File: src/logic/ddr_cal_params.svh
// Purpose: Constants for the read-window calibration and ECC block.
// Assumes: Word offsets (adr_i[5:2]) on a 32-bit classic Wishbone slave port.
// Notes:   Included by the design module and the bench.
`ifndef DDR_CAL_PARAMS_SVH
`define DDR_CAL_PARAMS_SVH
`define OFS_CONFIG     4'h0
`define OFS_DELAY      4'h1
`define OFS_STATUS     4'h2
`define OFS_IRQ_STAT   4'h3
`define OFS_IRQ_MASK   4'h4
`define CFG_WIDTH_BIT  0
`define CFG_BURST_LSB  1
`define CFG_ECC_BIT    4
`define CFG_UE_FWD_BIT 5
`define CFG_CE_FWD_BIT 6
`define CFG_UPPER_BIT  7
`define DLY_LANE1_LSB  8
`define CFG_RESET      8'h00
`define DLY_RESET      16'h0000
`define EVT_CE_BIT     0
`define EVT_UE_BIT     1
`define EVT_MAX_BIT    2
`define EVT_MAP_BIT    3
`define DDR_BASE       32'h20000000
`define LOW_WINDOW     32'h20000000
`define FULL_WINDOW    32'h40000000
`endif

File: src/logic/ddr_cal_pkg.sv
// Purpose: Shared types for the read-window calibration and ECC block.
// Assumes: Byte-wide system bus requests, two 8-bit memory lanes.
// Notes:   Constants live in ddr_cal_params.svh.
package ddr_cal_pkg;
    typedef struct packed {
        logic        we;
        logic [31:0] addr;
        logic [7:0]  wdata;
    } sb_req_t;

    typedef struct packed {
        logic        wr;
        logic        rd;
        logic [29:0] row;
        logic [1:0]  be;
        logic [15:0] wdata;
    } mem_req_t;

    typedef enum {
        S_IDLE,
        S_READ,
        S_DONE
    } sb_state_t;
endpackage

File: src/logic/ddr_read_window_cal_and_ecc.sv
// Purpose: Strobe-delay capture, SEC-DED byte ECC, address map and register file.
// Assumes: Memory lane data arrives on mem_rdata_i each cycle after a read strobe.
// Notes:   The calibration loop itself is run by software over Wishbone.
`timescale 1ns/1ns
`include "ddr_cal_params.svh"
module ddr_read_window_cal_and_ecc #(
    parameter int DLY_W      = 4,           // Width of each lane delay field
    parameter int PHYS_BYTES = 32'h40000000 // Physical memory size in bytes
) (
    input  wire logic               clk_i,        // 125 MHz clock
    input  wire logic               rst_i,        // Synchronous reset, high
    input  wire logic [5:2]         adr_i,        // Wishbone word address
    input  wire logic [31:0]        dat_i,        // Wishbone write data
    output logic [31:0]             dat_o,        // Wishbone read data
    input  wire logic [3:0]         sel_i,        // Wishbone byte selects
    input  wire logic               we_i,         // Wishbone write
    input  wire logic               cyc_i,        // Wishbone cycle
    input  wire logic               stb_i,        // Wishbone strobe
    output logic                    ack_o,        // Wishbone acknowledge
    input  wire logic               init_done_i,  // Controller init complete
    input  wire logic               sb_req_i,     // System bus request pulse
    input  wire ddr_cal_pkg::sb_req_t sb_i,       // System bus request fields
    output logic                    sb_ack_o,     // System bus done pulse
    output logic                    sb_err_o,     // System bus error pulse
    output logic [7:0]              sb_rdata_o,   // System bus read byte
    output ddr_cal_pkg::mem_req_t   mem_o,        // Memory request, one cycle
    input  wire logic [15:0]        mem_rdata_i,  // Raw lane data from memory
    output logic [1:0]              burst_size_o, // Burst size to controller
    output logic                    irq_o         // Level interrupt
);
    import ddr_cal_pkg::*;

    localparam int DEPTH = 1 << DLY_W;
    localparam logic [DLY_W-1:0] DLY_MAX = '1;

    logic [7:0]       cfg_reg;
    logic [DLY_W-1:0] dly_reg [2];
    logic [3:0]       irq_stat_reg;
    logic [3:0]       irq_mask_reg;
    logic [3:0]       evt;
    logic [7:0]       hist_reg [2][DEPTH];
    sb_state_t        state_reg;
    logic [DLY_W:0]   wait_reg;
    logic             lane_reg;
    logic             ecc_op_reg;
    logic             wb_hit;
    logic [31:0]      offs;
    logic [31:0]      window;
    logic             in_map;
    logic [7:0]       cap [2];
    logic [7:0]       fixed;
    logic             ce;
    logic             ue;
    logic             dly_at_max;

    wire width2 = cfg_reg[`CFG_WIDTH_BIT];
    wire ecc_on = cfg_reg[`CFG_ECC_BIT] & width2;

    // A delay at its field limit means calibration ran away; flag it for software
    assign dly_at_max = (dly_reg[0] == DLY_MAX) | (dly_reg[1] == DLY_MAX);

    // SEC-DED check byte: 4 Hamming bits plus overall parity in bit 4
    function automatic logic [7:0] ecc_code(input logic [7:0] d);
        logic [3:0] h;
        h[0] = d[0] ^ d[1] ^ d[3] ^ d[4] ^ d[6];
        h[1] = d[0] ^ d[2] ^ d[3] ^ d[5] ^ d[6];
        h[2] = d[1] ^ d[2] ^ d[3] ^ d[7];
        h[3] = d[4] ^ d[5] ^ d[6] ^ d[7];
        return {3'h0, ^{d, h}, h};
    endfunction

    // Codeword position (1..12) of each data bit
    function automatic logic [3:0] data_pos(input int i);
        case (i)
            0:       return 4'h3;
            1:       return 4'h5;
            2:       return 4'h6;
            3:       return 4'h7;
            4:       return 4'h9;
            5:       return 4'hA;
            6:       return 4'hB;
            default: return 4'hC;
        endcase
    endfunction

    // Wishbone slave, one wait state: ack follows the request by one edge
    assign wb_hit = cyc_i & stb_i & ~ack_o;

    always_ff @(posedge clk_i) begin
        if (rst_i) begin
            ack_o <= 1'b0;
        end else begin
            ack_o <= wb_hit;
        end
    end

    always_ff @(posedge clk_i) begin
        if (rst_i) begin
            cfg_reg <= `CFG_RESET;
        end else if (wb_hit && we_i && adr_i == `OFS_CONFIG && sel_i[0]) begin
            cfg_reg <= dat_i[7:0];
        end
    end

    // Delay fields hold any value; software must stop at the field limit
    always_ff @(posedge clk_i) begin
        if (rst_i) begin
            dly_reg[0] <= DLY_W'(`DLY_RESET);
            dly_reg[1] <= DLY_W'(`DLY_RESET);
        end else if (wb_hit && we_i && adr_i == `OFS_DELAY) begin
            if (sel_i[0]) begin
                dly_reg[0] <= dat_i[DLY_W-1:0];
            end
            if (sel_i[1]) begin
                dly_reg[1] <= dat_i[`DLY_LANE1_LSB +: DLY_W];
            end
        end
    end

    always_ff @(posedge clk_i) begin
        if (rst_i) begin
            irq_mask_reg <= 4'h0;
        end else if (wb_hit && we_i && adr_i == `OFS_IRQ_MASK && sel_i[0]) begin
            irq_mask_reg <= dat_i[3:0];
        end
    end

    // Sticky events: a new event in the clearing cycle survives the clear
    always_ff @(posedge clk_i) begin
        if (rst_i) begin
            irq_stat_reg <= 4'h0;
        end else if (wb_hit && we_i && adr_i == `OFS_IRQ_STAT && sel_i[0]) begin
            irq_stat_reg <= (irq_stat_reg & ~dat_i[3:0]) | evt;
        end else begin
            irq_stat_reg <= irq_stat_reg | evt;
        end
    end

    // Level output: stays high until software clears or masks the status bit
    assign irq_o        = |(irq_stat_reg & irq_mask_reg);
    assign burst_size_o = cfg_reg[`CFG_BURST_LSB +: 2];

    always_ff @(posedge clk_i) begin
        if (rst_i) begin
            dat_o <= 32'h00000000;
        end else if (wb_hit && !we_i) begin
            dat_o <= 32'h00000000;
            if (adr_i == `OFS_CONFIG) begin
                dat_o[7:0] <= cfg_reg;
            end else if (adr_i == `OFS_DELAY) begin
                dat_o[DLY_W-1:0]                  <= dly_reg[0];
                dat_o[`DLY_LANE1_LSB +: DLY_W]    <= dly_reg[1];
            end else if (adr_i == `OFS_STATUS) begin
                dat_o[0] <= init_done_i;
                dat_o[1] <= ecc_on;
                dat_o[2] <= dly_at_max;
            end else if (adr_i == `OFS_IRQ_STAT) begin
                dat_o[3:0] <= irq_stat_reg;
            end else if (adr_i == `OFS_IRQ_MASK) begin
                dat_o[3:0] <= irq_mask_reg;
            end
        end
    end

    // Capture history per lane; the delay picks how late the byte is taken
    generate
        for (genvar l = 0; l < 2; l++) begin : g_lane
            always_ff @(posedge clk_i) begin
                hist_reg[l][0] <= mem_rdata_i[8*l +: 8];
                for (int k = 1; k < DEPTH; k++) begin
                    hist_reg[l][k] <= hist_reg[l][k-1];
                end
            end
            // Larger delay samples data that arrived later after the strobe
            assign cap[l] = hist_reg[l][DEPTH-1-dly_reg[l]];
        end
    endgenerate

    // Address map: 512 MB window unless upper map selected; ECC caps it at PHYS_BYTES / 2
    always_comb begin
        offs   = sb_i.addr - `DDR_BASE;
        window = cfg_reg[`CFG_UPPER_BIT] ? `FULL_WINDOW : `LOW_WINDOW;
        if (ecc_on) begin
            window = (32'(PHYS_BYTES / 2) < window) ? 32'(PHYS_BYTES / 2) : window;
        end else if (PHYS_BYTES < window) begin
            window = 32'(PHYS_BYTES);
        end
        in_map = (sb_i.addr >= `DDR_BASE) && (offs < window);
    end

    // Single-error correction and double-error detection on the read byte
    always_comb begin
        logic [3:0] syn;
        logic       par;
        logic [7:0] chk;
        syn   = 4'h0;
        par   = 1'b0;
        chk   = ecc_code(cap[0]);
        syn   = chk[3:0] ^ cap[1][3:0];
        par   = ^{cap[0], cap[1][4:0]};
        fixed = cap[0];
        ce    = 1'b0;
        ue    = 1'b0;
        if (ecc_op_reg && (syn != 4'h0 || par)) begin
            if (par) begin
                ce = 1'b1;
                for (int i = 0; i < 8; i++) begin
                    if (syn == data_pos(i)) begin
                        fixed[i] = ~cap[0][i];
                    end
                end
            end else begin
                ue = 1'b1;
            end
        end
    end

    // System bus engine: writes finish next cycle, reads wait for capture
    always_ff @(posedge clk_i) begin
        if (rst_i) begin
            state_reg  <= S_IDLE;
            wait_reg   <= '0;
            lane_reg   <= 1'b0;
            ecc_op_reg <= 1'b0;
        end else begin
            case (state_reg)
                S_IDLE: begin
                    if (sb_req_i && in_map && !sb_i.we) begin
                        state_reg  <= S_READ;
                        wait_reg   <= '0;
                        lane_reg   <= width2 & ~ecc_on & offs[0];
                        ecc_op_reg <= ecc_on;
                    end else if (sb_req_i) begin
                        state_reg <= S_DONE;
                    end
                end
                S_READ: begin
                    wait_reg <= wait_reg + 1'b1;
                    if (wait_reg == (DLY_W+1)'(DEPTH)) begin
                        state_reg <= S_IDLE;
                    end
                end
                default: begin
                    state_reg <= S_IDLE;
                end
            endcase
        end
    end

    wire rd_done = (state_reg == S_READ) && (wait_reg == (DLY_W+1)'(DEPTH));
    wire map_err = (state_reg == S_IDLE) && sb_req_i && !in_map;
    // Requests arriving while a read is in flight are dropped; the bus side
    // must wait for the done pulse before it asks again

    always_ff @(posedge clk_i) begin
        if (rst_i) begin
            mem_o <= '0;
        end else begin
            mem_o <= '0;
            if (state_reg == S_IDLE && sb_req_i && in_map) begin
                mem_o.wr  <= sb_i.we;
                mem_o.rd  <= ~sb_i.we;
                if (ecc_on) begin
                    mem_o.row   <= offs[29:0];
                    mem_o.be    <= 2'b11;
                    mem_o.wdata <= {ecc_code(sb_i.wdata), sb_i.wdata};
                end else if (width2) begin
                    mem_o.row   <= {1'b0, offs[29:1]};
                    mem_o.be    <= offs[0] ? 2'b10 : 2'b01;
                    mem_o.wdata <= {sb_i.wdata, sb_i.wdata};
                end else begin
                    mem_o.row   <= offs[29:0];
                    mem_o.be    <= 2'b01;
                    mem_o.wdata <= {8'h00, sb_i.wdata};
                end
            end
        end
    end

    always_ff @(posedge clk_i) begin
        if (rst_i) begin
            sb_ack_o   <= 1'b0;
            sb_err_o   <= 1'b0;
            sb_rdata_o <= 8'h00;
        end else begin
            // In-map reads answer only once the capture window has passed
            sb_ack_o <= rd_done | (state_reg == S_IDLE && sb_req_i && (sb_i.we || !in_map));
            sb_err_o <= map_err
                      | (rd_done & ue & cfg_reg[`CFG_UE_FWD_BIT])
                      | (rd_done & ce & cfg_reg[`CFG_CE_FWD_BIT]);
            if (rd_done) begin
                sb_rdata_o <= lane_reg ? cap[1] : fixed;
            end
        end
    end

    always_comb begin
        evt                = 4'h0;
        evt[`EVT_CE_BIT]   = rd_done & ce;
        evt[`EVT_UE_BIT]   = rd_done & ue;
        evt[`EVT_MAX_BIT]  = dly_at_max;
        evt[`EVT_MAP_BIT]  = map_err;
    end
endmodule // ddr_read_window_cal_and_ecc

File: config.mk
export PLATFORM = sky130hd
export DESIGN_NAME = ddr_read_window_cal_and_ecc
export DESIGN_NICKNAME = d
export VERILOG_FILES = /design/src/logic/ddr_cal_pkg.sv /design/src/logic/ddr_read_window_cal_and_ecc.sv
export VERILOG_INCLUDE_DIRS = /design/src /design/src/logic
export SDC_FILE = /design/constraint.sdc
export NUM_CORES = 1
export LEC_CHECK = 0
export BUFFER_PORTS_ARGS = -buffer_cell sky130_fd_sc_hd__buf_2
export CORE_MARGIN = 3
export CORE_UTILIZATION = 50
export CTS_CLUSTER_DIAMETER = 120
export CTS_CLUSTER_SIZE = 14
export DETAILED_ROUTE_END_ITERATION = 8
export GPL_TIMING_DRIVEN = 0
export PLACE_DENSITY = 0.75
export SYNTH_ARGS = -nofsm -noshare
export SYNTH_HDL_FRONTEND = slang
export SYNTH_SLANG_ARGS = --single-unit
File: constraint.sdc
create_clock -name clk_i -period 2.9 [get_ports clk_i]
set_input_delay 0.29 -clock clk_i [delete_from_list [all_inputs] [get_ports clk_i]]
set_output_delay 0.29 -clock clk_i [all_outputs]
set_load 0.02 [all_outputs]
# Yosys cells after proc, flatten, opt, wreduce, memory -nomap -nowiden
# Memory sizes are Yosys's and may differ from the RTL's.
# Cells that the tools add are included.
[totals] regBits=128 ramBits=264 input_bits=104 elab_cells=222 mem_count=2
[memory_table] name="hist_reg" depth=2 width=128 rd=2 rd_clocked_by_memory_dff=0 write_ports=2 line_no="ddr_read_window_cal_and_ecc.sv:41" source="logic [7:0] hist_reg [2][DEPTH];"
[memory_table] name="dly_reg" depth=2 width=4 rd=2 rd_clocked_by_memory_dff=0 write_ports=2 line_no="ddr_read_window_cal_and_ecc.sv:37" source="logic [DLY_W-1:0] dly_reg [2];"
[classes] add_sub_neg=4 n_lt_le_gt_ge=6 eq_ne=20 mux=72 bitwise=64 reduce_logical=36
[ops] operator="2-to-1 mux 31 bit" n=4
[ops] operator="2-to-1 mux 4 bit" n=26
[ops] operator="2-to-1 mux 32 bit" n=3
[ops] operator="2-to-1 mux 48 bit" n=2
[ops] operator=">= comparator 33 x 5 -> 1 bit (second input constant)" n=2
[ops] operator="NOT 32 -> 33 bit" n=2
[ops] operator="binary-select mux 8 bit (select 4 bit)" n=2
[ops] operator="logical NOT 32 bit" n=2
[ops] operator="one-hot mux 32 bit (2 select lines)" n=1
[ops] operator="2-to-1 mux 8 bit" n=7
[ops] operator="equality test 32 x 1 -> 1 bit (second input constant)" n=1
[ops] operator="equality test 32 x 2 -> 1 bit (second input constant)" n=1
[ops] operator="equality test 4 bit" n=8
[ops] operator=">= comparator 32 x 30 -> 1 bit (second input constant)" n=1
[ops] operator="less-than comparator 32 bit" n=1
[ops] operator="subtractor 32 x 30 -> 32 bit (second input constant)" n=1
[ops] operator="less-than comparator 30 x 31 -> 1 bit (first input constant)" n=1
[ops] operator="less-than comparator 31 bit (first input constant)" n=1
[ops] operator="XOR 1 bit" n=28
[ops] operator="2-to-1 mux 1 bit" n=23
[ops] operator="logical AND 1 bit" n=18
[ops] operator="NOT 1 bit" n=13
[ops] operator="parity 13 bit" n=1
[ops] operator="parity 12 bit" n=1
[ops] operator="other kinds (27)" n=52

# Logic depth before layout (Yosys ltp)
# Gate-level depths: netlist of run 1.
# An unclocked memory read counts as a cell.
[depth] ltp_word=20 mapped_depth=12 ltp_nobuf=10

# Worst setup path after synthesis of run 1
# Ideal clock, no wire load.
[synth_timing] path_type="flip-flop to flip-flop" from="memory dly_reg[1][0] (netlist: dly_reg[0][4])" to="register sb_rdata_o[1]" t_arrival_ns=3.040 required_ns=2.773 setup_slack_ns=-0.267 path_stages_with_launch=10 path_buffers=2 synth_period_minus_slack_ns=3.167 path_cell_list="edfxtp_1 > buf_6 > buf_2 > mux4_2 > mux4_2 > xnor2_2 > xnor3_2 > nor4b_4 > nor3_1 > or3_1"
[synth_lines] element="from (decl)" line_no="ddr_read_window_cal_and_ecc.sv:37"
[synth_lines] element="to (signal assigned)" line_no="ddr_read_window_cal_and_ecc.sv:292" source="sb_rdata_o <= lane_reg ? cap[1] : fixed;"
[synth_lines] element="to (decl)" line_no="ddr_read_window_cal_and_ecc.sv:25" source="output logic [7:0] sb_rdata_o,"

==> summary.md, run 1 <==
| Metric | Value |
|---|---|
| Synthesized instance count | `891` |
| Pwr/cell area | `between 600 and 700 nW/µm²` |
| Max IR drop VDD | `about 600 µV` |
| I/O pins | `200` |
| Sequential fraction of design power | `52.8%` |
| NetSw | `between 2000 and 2500 µW` |
| Initial antenna violation count | `0` |
| Core region area | `~24000 µm²` |
| Post-synthesis sequential area ratio | `about three fifths` |
| CTS root buffer | `clkbuf_16` |
| Die Area | `around 26000 µm²` |
| HPWL Detailed | `roughly 18000 µm` |
| Flip-flop count of the largest register after layout | `roughly 260` |
| Rows | `56` |
| Non-Filler Instances | `1501` |
| # nets final | `approximately 1300` |
| Grt ovf | `0` |
| Setup violations, final | `11` |
| CP required | `3.32 ns` |
| Initial DRC count | `565` |
| Max-slew violations | `0` |
| Comb power frac | `a little over an eighth` |
| Post-route ant nets | `0` |
| Mean area per synthesized cell | `13.5 µm²` |
| Mean number of vias per cell | `5.33` |
| Post-synth top area share | `59.1%` |
| H-tree levels | `1` |
| Initial Util | `between 50% and 60%` |
| CTS tree | `built` |
| Largest net degree at the start of global routing | `16` |
| Clock tree buffer depth | `3` |
| RSZ-0062 raised after global routing | `true` |
| Slew headroom | `between 30% and 40%` |
| Initial DRT Pass Iterations | `6` |
| Reg area | `around 7300 µm²` |
| Hold/Removal Path Class | `in -> reg` |
| Worst setup SP type | `register` |
| Sw Share | `23.2%` |
| Clock skew | `~0.014 ns` |
| Critical Path AT | `between 3 and 4 ns` |
| Total negative slack | `-3.87 ns` |
| Max Fanout on Critical Path | `5` |
| DP Worst Slack | `-0.815 ns` |
| P&R area growth vs syn | `25.0%` |
| Vias | `8006` |
| Post-synth top flop | `dfxtp_1` |
| DP Cell Count | `approximately 1400` |
| Final WS setup | `-0.452 ns` |
| Final Hold Vio Count | `0` |
| Internal | `7720 µW` |
| CTS Sinks | `~360` |
| First-pass GRT wire length | `~42000 µm` |
| Remaining DRCs | `0` |
| # diodes | `0` |
| Leakage power | `0.00629 µW` |
| Overall die width | `roughly 160 µm` |
| Number of distinct library cells after synthesis | `a little over 60` |
| EDFF count, synth | `8` |
| GP Congestion | `between 0.8 and 0.9` |
| Area leader, netlist | `dfxtp_1` |
| Area of the multi-input gates | `approximately 4400 µm²` |
| CP endpoint kind | `register` |
| Most frequent cells in the layout | `dfxtp_1 (354), buf_2 (157), buf_4 (56)` |
| Clock transition at the registers of the reported paths | `0.06 ns` |
| Clk pwr share | `~34%` |
| Failing checks | `setup timing` |
| Critical path class | `reg -> reg` |
| Tot GR Track Use | `between 20% and 30%` |
| Number of fillers in the final layout | `about 1800` |
| Vias in the first global route | `8041` |
| Num CTS Buffers | `29` |
| F_max | `298 MHz` |
| Fin crit period | `approximately 3.4 ns` |
| Share of cells above drive strength 1 | `30.4%` |
| Die Y | `approximately 160 µm` |
| Final Cycle Share | `116%` |
| Per-cell routed wire length | `between 15 and 20 µm` |
| Synth area leaders | `dfxtp_1 (59%), mux4_2 (7.7%), mux4_1 (5.7%)` |
| Port bufs | `approximately 160` |
| Syn Std Cell Area | `about 12000 µm²` |
| Post-synthesis async set-or-reset flop share | `0%` |
| Post-Route WL | `26800 µm` |
| Leading cell type in the layout, fill and taps excluded | `dfxtp_1` |
| YS warnings | `0` |
| Worst slew pin tran | `approximately 1.0 ns` |
| Synth Register Bits | `362` |
| Outcome | `finished, violations left` |
| MaxCap Viol Count | `0` |
| Clock latency at the later pin of the worst-skew pair | `about 0.54 ns` |
-- metal layers --
layer | global-route usage (%) | routed length (µm) | up-vias
li1 | - | - | 3773
met1 | 27.8 | 11700 | 3957
met2 | 34.3 | 13200 | 221
met3 | 2.71 | 1220 | 55
met4 | 5.51 | 663 | 0
met5 | 0 | 0 | -
-- metrics by stage --
stage	utilization, %	hold slack (ns)	power (µW)	area [µm²]
after global routing	63.7	0.00636	10400	15000
after floorplan	-	0.318	6080	12100
final	63.7	0.0246	10100	15000
after CTS	63.1	0.00113	10000	14900
after detailed placement	56.3	0.330	6340	13300
after global placement	56.3	0.326	6320	13300
-- cell type report --
cell class              instances  share of cell area [%]
well taps                     319                    2.66
repair buffers                239                    10.5
clock buffers                  35                    5.06
multi-input cells             473                    29.7
flip-flops and latches        362                    48.9
clock inverters                 1                  0.0584
inverters                       6                   0.150
plain buffers                  66                    2.96
-- what timing repair did --
| action | in CTS | in global routing |
|---|---|---|
| hold endpoints to repair | 49 | 0 |
| gates cloned | 1 | 0 |
| pin swaps | 21 | 13 |
| setup endpoints to repair | 11 | 44 |
| hold buffers | 47 | 0 |
| gates resized for setup | 34 | 26 |
| buffers inserted | 29 | 7 |
-- logic make-up after synthesis --
family	count (synthesis)	synth area share, %
flip-flops	362	61.1
buffers and inverters	75	3.54
AO/OA/AOI/OAI	123	7.36
other	1	0.0313
AND/OR/NAND/NOR	190	8.04
XOR/XNOR	37	3.42
multiplexers	98	16.0
adder cells (fa/ha/maj)	5	0.522
-- path summary, 6_finish.rpt --
path	slack (ns)	start	end	cells past startpoint
hold reg to reg	0.34	hist_reg[1][57]	hist_reg[1][49]	0
setup / recovery	-0.45	dly_reg[0][4]	sb_rdata_o[1]	10
hold / removal	0.02	dat_i[8]	dly_reg[0][4]	2
setup reg to reg	-0.45	dly_reg[0][4]	sb_rdata_o[1]	10
-- cell usage after synthesis (9+ instances only) --
| cell | count |
|---|---|
| a22o_1 | 29 |
| clkbuf_1 | 30 |
| nand2_1 | 39 |
| mux4_1 | 26 |
| o21ai_0 | 10 |
| mux4_2 | 41 |
| xor2_1 | 10 |
| and2_1 | 18 |
| a32oi_1 | 10 |
| xnor2_1 | 20 |
| nand3_1 | 24 |
| dfxtp_1 | 354 |
| nor3_1 | 11 |
| a21oi_1 | 30 |
| buf_4 | 23 |
| mux2i_1 | 30 |
| nor2_1 | 50 |
| a22oi_1 | 9 |
-- critical path, stage by stage, from the launching register on --
cell and delay [ns]:
edfxtp_1 0.35, buf_6 0.15, buf_12 0.13, mux4_2 0.51, mux4_2 0.56, buf_4 0.18
xnor2_2 0.13, xnor3_2 0.44, nor4b_4 0.35, nor3_1 0.07, or3_1 0.36
-- power by group through the flow --
| stage | Clock, µW | Sequential (µW) | Combinational (µW) |
|---|---|---|---|
| final | 3420 | 5300 | 1330 |
| after global routing | 3710 | 5330 | 1400 |
| after global placement | 0 | 5390 | 929 |
| after floorplan | 0 | 5390 | 689 |
| after CTS | 3500 | 5300 | 1190 |
| after detailed placement | 0 | 5410 | 938 |
No activity file was read; power rests on OpenSTA's default activity.
==> inputs of run 2 (changes only) <==
CORE_UTILIZATION = 40   (was 50)
PLACE_DENSITY = unset   (was 0.75)
==> run 2 against run 1 <==
Sequential power hardly changed. Sequential share of layout area is 0.42 points higher. Setup slack worse by 0.011 ns. Routed wire length is 0.37% lower. Combinational power is 15% lower. Utilization is 13 points lower. Register-to-register slack hardly changed. Global-route usage is 4.0 points lower. Clock power hardly changed. Fmax is 0.32% lower. Sequential cell count stayed put. The flow still finishes with violations (setup timing). Die area is 24% higher.
==> summary.md, run 2 (same netlist as run 1, synthesis figures left out) <==
| Metric | Value |
|---|---|
| CP cell instances | `buf_6 -> buf_12 -> mux4_2 -> mux4_2 -> xnor2_2 -> xnor3_2 -> nor4b_2 -> nand3_1 -> xnor2_1 -> a211oi_1` |
| Port bufs | `155 (unchanged)` |
| Hold/Removal Path Class | `in -> reg` |
| Vias in the first global route | `7794 (-3.1%)` |
| Reg-to-Reg Start | `dly_reg[0][0]` |
| Final WS setup | `-0.462 ns (-0.0106 ns)` |
| Num CTS Buffers | `29 (unchanged)` |
| Mean number of vias per cell | `5.01 (-6.0%)` |
| Flip-flop count of the largest register after layout | `256 (unchanged)` |
| Hold worst-path end | `mem_o[0]` |
| Initial DRT Pass Iterations | `4 (-2)` |
| PnR Total Power | `9850 µW (-2.0%)` |
| Clock tree buffer depth | `3 (unchanged)` |
| Share of cells above drive strength 1 | `28.5% (-1.9 points)` |
| # nets final | `1275 (-0.86%)` |
| Slowest Stage Delay on Critical Path | `0.59 ns (+0.03 ns)` |
| GR Util met2 | `26.1% (-8.2 points)` |
| CTS tree | `built` |
| CTS Sinks | `362 (unchanged)` |
| Overall die width | `179 µm (+11%)` |
| Core region area | `29100 µm² (+24%)` |
| H-tree levels | `1 (unchanged)` |
| Post-route ant nets | `0 (unchanged)` |
| Per-cell routed wire length | `17.2 µm (-3.7%)` |
| Worst reg2reg setup slack | `-0.46 ns (about the same)` |
| Crit path buf inv count | `2 (-1)` |
| CP endpoint kind | `register` |
| Most frequent cells in the layout | `dfxtp_1 (354), buf_2 (156), mux4_2 (54)` |
| I/O pins | `200 (unchanged)` |
| Grt ovf | `0 (unchanged)` |
| Worst Reg-to-Reg Cells | `10 (unchanged)` |
| Failing checks | `setup timing` |
| Setup violations, final | `11 (unchanged)` |
| Hold Path Origin | `sb_i[0]` |
| Reg2Reg Capture Point | `sb_rdata_o[7]` |
| Max Fanout on Critical Path | `6 (+1)` |
| CP required | `3.35 ns (+0.03 ns)` |
| Max IR drop VDD | `495 µV (-16%)` |
| # diodes | `0 (unchanged)` |
| Met3 usage | `2.52% (-0.19 points)` |
| Initial DRC count | `462 (-18%)` |
| RSZ-0062 raised after global routing | `true` |
| First-pass GRT wire length | `41700 µm (-1.6%)` |
| Vias | `7784 (-2.8%)` |
| Fin crit period | `3.36 ns (+0.0106 ns)` |
| Clock transition at the registers of the reported paths | `0.07 ns (about the same)` |
| Critical Path AT | `3.81 ns (+0.04 ns)` |
| Finished Core Util | `51.1% (-13 points)` |
| Slowest cell on crit path | `mux4_2` |
| Hold slack | `0.0242 ns (-0.000356 ns)` |
| P&R area growth vs syn | `23.9%` |
| CP delay by family, top | `multiplexers` |
| Initial antenna violation count | `1 (+1)` |
| Max-slew violations | `0 (unchanged)` |
| MaxCap Viol Count | `0 (unchanged)` |
| F_max | `297 MHz (-0.32%)` |
| Hold Path Depth | `2 (unchanged)` |
| Worst slew pin tran | `1.02 ns (-0.00525 ns)` |
| Crit-path most repeated cell | `mux4_2` |
| CTS root buffer | `clkbuf_16` |
| Clock latency at the later pin of the worst-skew pair | `0.55 ns (about the same)` |
| Met1 Usage GRT | `23.2% (-4.5 points)` |
| Pwr/cell area | `663 nW/µm² (-1.1%)` |
| GP Congestion | `0.814 (-4.1%)` |
| Remaining DRCs | `0 (unchanged)` |
| Final instance area | `14900 µm² (-0.84%)` |
| Final Cycle Share | `116% (+0.37 points)` |
| HPWL Detailed | `18900 µm (+3.9%)` |
| Cell Area, Placed | `13300 µm² (+0.67%)` |
| Worst setup SP type | `register` |
| Initial Util | `41.2% (-9.7 points)` |
| Busiest grt layer | `met2` |
| Non-Filler Instances | `1553 (+3.5%)` |
| Leakage power | `0.00618 µW (-1.7%)` |
| Die Area | `32100 µm² (+24%)` |
| Leading cell type in the layout, fill and taps excluded | `dfxtp_1` |
| Tot GR Track Use | `16.3% (-4.0 points)` |
| Post-Route WL | `26700 µm (-0.37%)` |
| Clock skew | `0.0149 ns (+0.000960 ns)` |
| DP Cell Count | `1450 (+4.8%)` |
| Rows | `62 (+11%)` |
| Die Y | `179 µm (+11%)` |
| Outcome | `finished, violations left` |
| Critical path class | `reg -> reg` |
| Final Hold Vio Count | `0 (unchanged)` |
| Slew headroom | `31.2% (+0.46 points)` |
| Largest net degree at the start of global routing | `16 (unchanged)` |
## run 2: changes by cell type in the layout (fill, tap and decap cells not counted), sizes merged
cell | previous run | this run
inv | 7 | 6
dlygate4sd3 | 47 | 52
clkbuf | 62 | 65
buf | 231 | 211
## run 2: area by class of cell
cell class	count	area [µm²]
fillers	2546	14200
well taps	384	480
clock buffers	34	754
plain buffers	65	419
inverters	6	22.5
repair buffers	229	1490
flip-flops and latches	362	7330
multi-input cells	473	4370
## run 2: routing by layer
metal | part of all wire [%] | wire length (µm)
met4 | 2.8 | 736
met3 | 4.6 | 1230
met1 | 45 | 12200
met5 | 0.049 | 13
met2 | 47 | 12600
## run 2: power by group
| part | internal [µW] | switching [µW] | leakage (µW) | total (µW) |
|---|---|---|---|---|
| combinational | 580 | 553 | 0.00278 | 1130 |
| clock | 1800 | 1620 | 0.000369 | 3420 |
| sequential | 5200 | 94.3 | 0.00303 | 5300 |
| total | 7580 | 2270 | 0.00618 | 9850 |
## run 2: how the worst max path moves through the flow
stage               slack [ns]          start  cells past startpoint             to
floorplan                -0.18  dly_reg[0][4]                      9  sb_rdata_o[1]
global placement         -0.83  dly_reg[0][1]                     11  sb_rdata_o[1]
detailed placement       -0.84  dly_reg[0][1]                     11  sb_rdata_o[1]
CTS                      -0.43  dly_reg[0][0]                     11  sb_rdata_o[1]
global route             -0.59  dly_reg[0][0]                     10  sb_rdata_o[7]
finish                   -0.46  dly_reg[0][0]                     10  sb_rdata_o[7]
## run 2: stage by stage
step / worst slack (ns) / TNS, ns
finish: -0.462 / -3.70
global route: -0.590 / -5.27
CTS: -0.427 / -3.79
detailed placement: -0.843 / -13.23
global placement: -0.833 / -15.80
floorplan: -0.178 / -0.559
## run 2: repair_timing
| item | CTS | global route |
|---|---|---|
| setup endpoints to repair | 19 | 24 |
| resized for setup | 23 | 19 |
| buffers inserted | 12 | 7 |
| endpoints found under the hold margin | 54 | 0 |
| hold buffers | 52 | 0 |
| cloned | 1 | 1 |
| pin swaps | 7 | 9 |
==> inputs of run 3 (changes only) <==
SKIP_CTS_REPAIR_TIMING = 1   (was unset)
==> run 3 against run 2 <==
The run ends with hold timing, setup timing left. Count of clock-buffer cells in the layout stayed put. Combinational power down 4%. Sequential cell count stayed put. Largest cell class unchanged.
==> summary.md, run 3 (same netlist as run 1, synthesis figures left out) <==
| Metric | Value |
|---|---|
| CP Depth | `8 (-2)` |
| Remaining DRCs | `0 (unchanged)` |
| Worst reg2reg setup slack | `-0.50 ns (-0.04 ns)` |
| Slowest cell on crit path | `mux4_1` |
| Grt ovf | `0 (unchanged)` |
| Die Area | `32100 µm² (unchanged)` |
| Failing checks | `hold timing, setup timing` |
| CP endpoint kind | `register` |
| Setup violations, final | `11 (unchanged)` |
| Per-cell routed wire length | `17.3 µm (+0.59%)` |
| Worst Reg-to-Reg Cells | `8 (-2)` |
| Fin crit period | `3.40 ns (+0.0405 ns)` |
| # diodes | `0 (unchanged)` |
| Leakage power | `0.00614 µW (-0.63%)` |
| Pwr/cell area | `664 nW/µm² (+0.11%)` |
| Hold slack | `-0.0139 ns (-0.0381 ns)` |
| Post-route ant nets | `0 (unchanged)` |
| Clock skew | `0.0153 ns (+0.000356 ns)` |
| Crit path launch | `dly_reg[0][4]` |
| CTS Sinks | `362 (unchanged)` |
| HPWL Detailed | `18900 µm (unchanged)` |
| CTS tree | `built` |
| Rows | `62 (unchanged)` |
| MaxCap Viol Count | `0 (unchanged)` |
| CTS root buffer | `clkbuf_16` |
| Final Cycle Share | `117% (+1.4 points)` |
| Mean number of vias per cell | `5.03 (+0.43%)` |
| Die Y | `179 µm (unchanged)` |
| Final Hold Vio Count | `5 (+5)` |
| Crit-path most repeated cell | `xnor3_2` |
| GP Congestion | `0.814 (unchanged)` |
| Reg2Reg Capture Point | `sb_rdata_o[1]` |
| Reg-to-Reg Start | `dly_reg[0][4]` |
| Number of fillers in the final layout | `2559 (+0.51%)` |
| Num CTS Buffers | `29 (unchanged)` |
| Port bufs | `155 (unchanged)` |
| Critical Path AT | `3.83 ns (+0.02 ns)` |
| Largest net degree at the start of global routing | `16 (unchanged)` |
| Critical path class | `reg -> reg` |
| Post-Route WL | `26700 µm (about the same)` |
| I/O pins | `200 (unchanged)` |
| Hold/Removal Path Class | `in -> reg` |
| Vias | `7767 (-0.22%)` |
| Core region area | `29100 µm² (unchanged)` |
| Worst setup path end | `sb_rdata_o[1]` |
| CP delay by family, top | `multiplexers` |
| P&R area growth vs syn | `23.1%` |
| Most frequent cells in the layout | `dfxtp_1 (354), buf_2 (156), mux4_2 (53)` |
| Initial DRT Pass Iterations | `5 (+1)` |
| Worst slew pin tran | `0.989 ns (-0.0348 ns)` |
| RSZ-0062 raised after global routing | `true` |
| Outcome | `finished, violations left` |
| Leading cell type in the layout, fill and taps excluded | `dfxtp_1` |
| Flip-flop count of the largest register after layout | `256 (unchanged)` |
| PnR Total Power | `9800 µW (-0.52%)` |
| Clock latency at the later pin of the worst-skew pair | `0.55 ns (about the same)` |
| F_max | `294 MHz (-1.2%)` |
| Max Fanout on Critical Path | `7 (+1)` |
| CP cell instances | `buf_6 -> mux4_1 -> mux4_2 -> xnor3_2 -> xnor3_2 -> nor4b_4 -> nor3_1 -> or3_1` |
| # nets final | `1265 (-0.78%)` |
| Worst setup SP type | `register` |
| Tot GR Track Use | `15.8% (-0.53 points)` |
| CP required | `3.32 ns (-0.03 ns)` |
| Final WS setup | `-0.503 ns (-0.0405 ns)` |
| Overall die width | `179 µm (unchanged)` |
| Slew headroom | `33.5% (+2.3 points)` |
| Max IR drop VDD | `494 µV (-0.18%)` |
| Initial DRC count | `498 (+7.8%)` |
| DP Worst Slack | `-0.843 ns (unchanged)` |
| Slowest Stage Delay on Critical Path | `0.56 ns (-0.03 ns)` |
| Vias in the first global route | `7371 (-5.4%)` |
| Crit path buf inv count | `1 (-1)` |
| Max-slew violations | `0 (unchanged)` |
| Initial antenna violation count | `1 (unchanged)` |
| First-pass GRT wire length | `40200 µm (-3.7%)` |
| Clock tree buffer depth | `3 (unchanged)` |
| Clock transition at the registers of the reported paths | `0.07 ns (about the same)` |
| H-tree levels | `1 (unchanged)` |
| Share of cells above drive strength 1 | `28.3% (-0.19 points)` |
| Initial Util | `41.2% (unchanged)` |
-- run 3: changes by cell type in the layout (fill, tap and decap cells not counted), moves of 2 or more --
| cell | before | now |
|---|---|---|
| dlygate4sd3_1 | 52 | 41 |
| buf_6 | 6 | 2 |
| buf_8 | 1 | 3 |
| nor2b_2 | 3 | 1 |
-- run 3: area by class of cell --
cell class                 count  area [µm²]  share of cell area, %
sequential                   362        7330                   49.6
clock buffer                  34         754                   5.11
multi-input combinational    473        4360                   29.5
timing repair buffer         217        1380                   9.34
inverter                       6        22.5                  0.153
buffer                        67         442                   2.99
tap                          384         480                   3.25
-- run 3: worst register-to-register path: stages, from the launching register on --
cell and delay [ns]:
edfxtp_1 0.34, buf_6 0.15, mux4_1 0.56, mux4_2 0.54, xnor3_2 0.46, xnor3_2 0.46, nor4b_4 0.36, nor3_1 0.07
or3_1 0.35
-- run 3: metrics by stage --
stage               utilization, %  instances  setup TNS (ns)  cell area (µm²)
detailed placement            45.9       1450          -13.23            13300
global placement              45.8       1449          -15.80            13300
CTS                           48.5       1484           -7.60            14100
floorplan                        -        910          -0.559            12100
finish                        50.8       1543           -4.44            14800
global route                  50.8       1543           -6.02            14800
-- run 3: worst min-delay path by stage --
stage	start	endpoint	cells after the start
2_1_floorplan	mem_rdata_i[0]	hist_reg[0][120]	0
3_3_place_gp	hist_reg[0][40]	hist_reg[0][32]	0
3_5_place_dp	hist_reg[1][107]	hist_reg[1][99]	0
4_1_cts	mem_rdata_i[3]	hist_reg[0][123]	1
5_1_grt	sb_i[24]	mem_o[33]	2
6_report	sb_i[37]	mem_o[47]	2
-- run 3: metal layers --
layer | vias up | wire length, µm | global-route usage (%)
met5 | - | 13 | 0
met4 | 2 | 629 | 3.93
met3 | 45 | 1340 | 2.46
met2 | 189 | 12700 | 24.8
met1 | 3793 | 12000 | 23.0
li1 | 3738 | - | -
-- run 3: report_power, final --
part | internal (µW) | leakage (µW) | switching [µW]
sequential | 5200 | 0.00303 | 94.3
clock | 1800 | 0.000369 | 1620
combinational | 545 | 0.00274 | 539
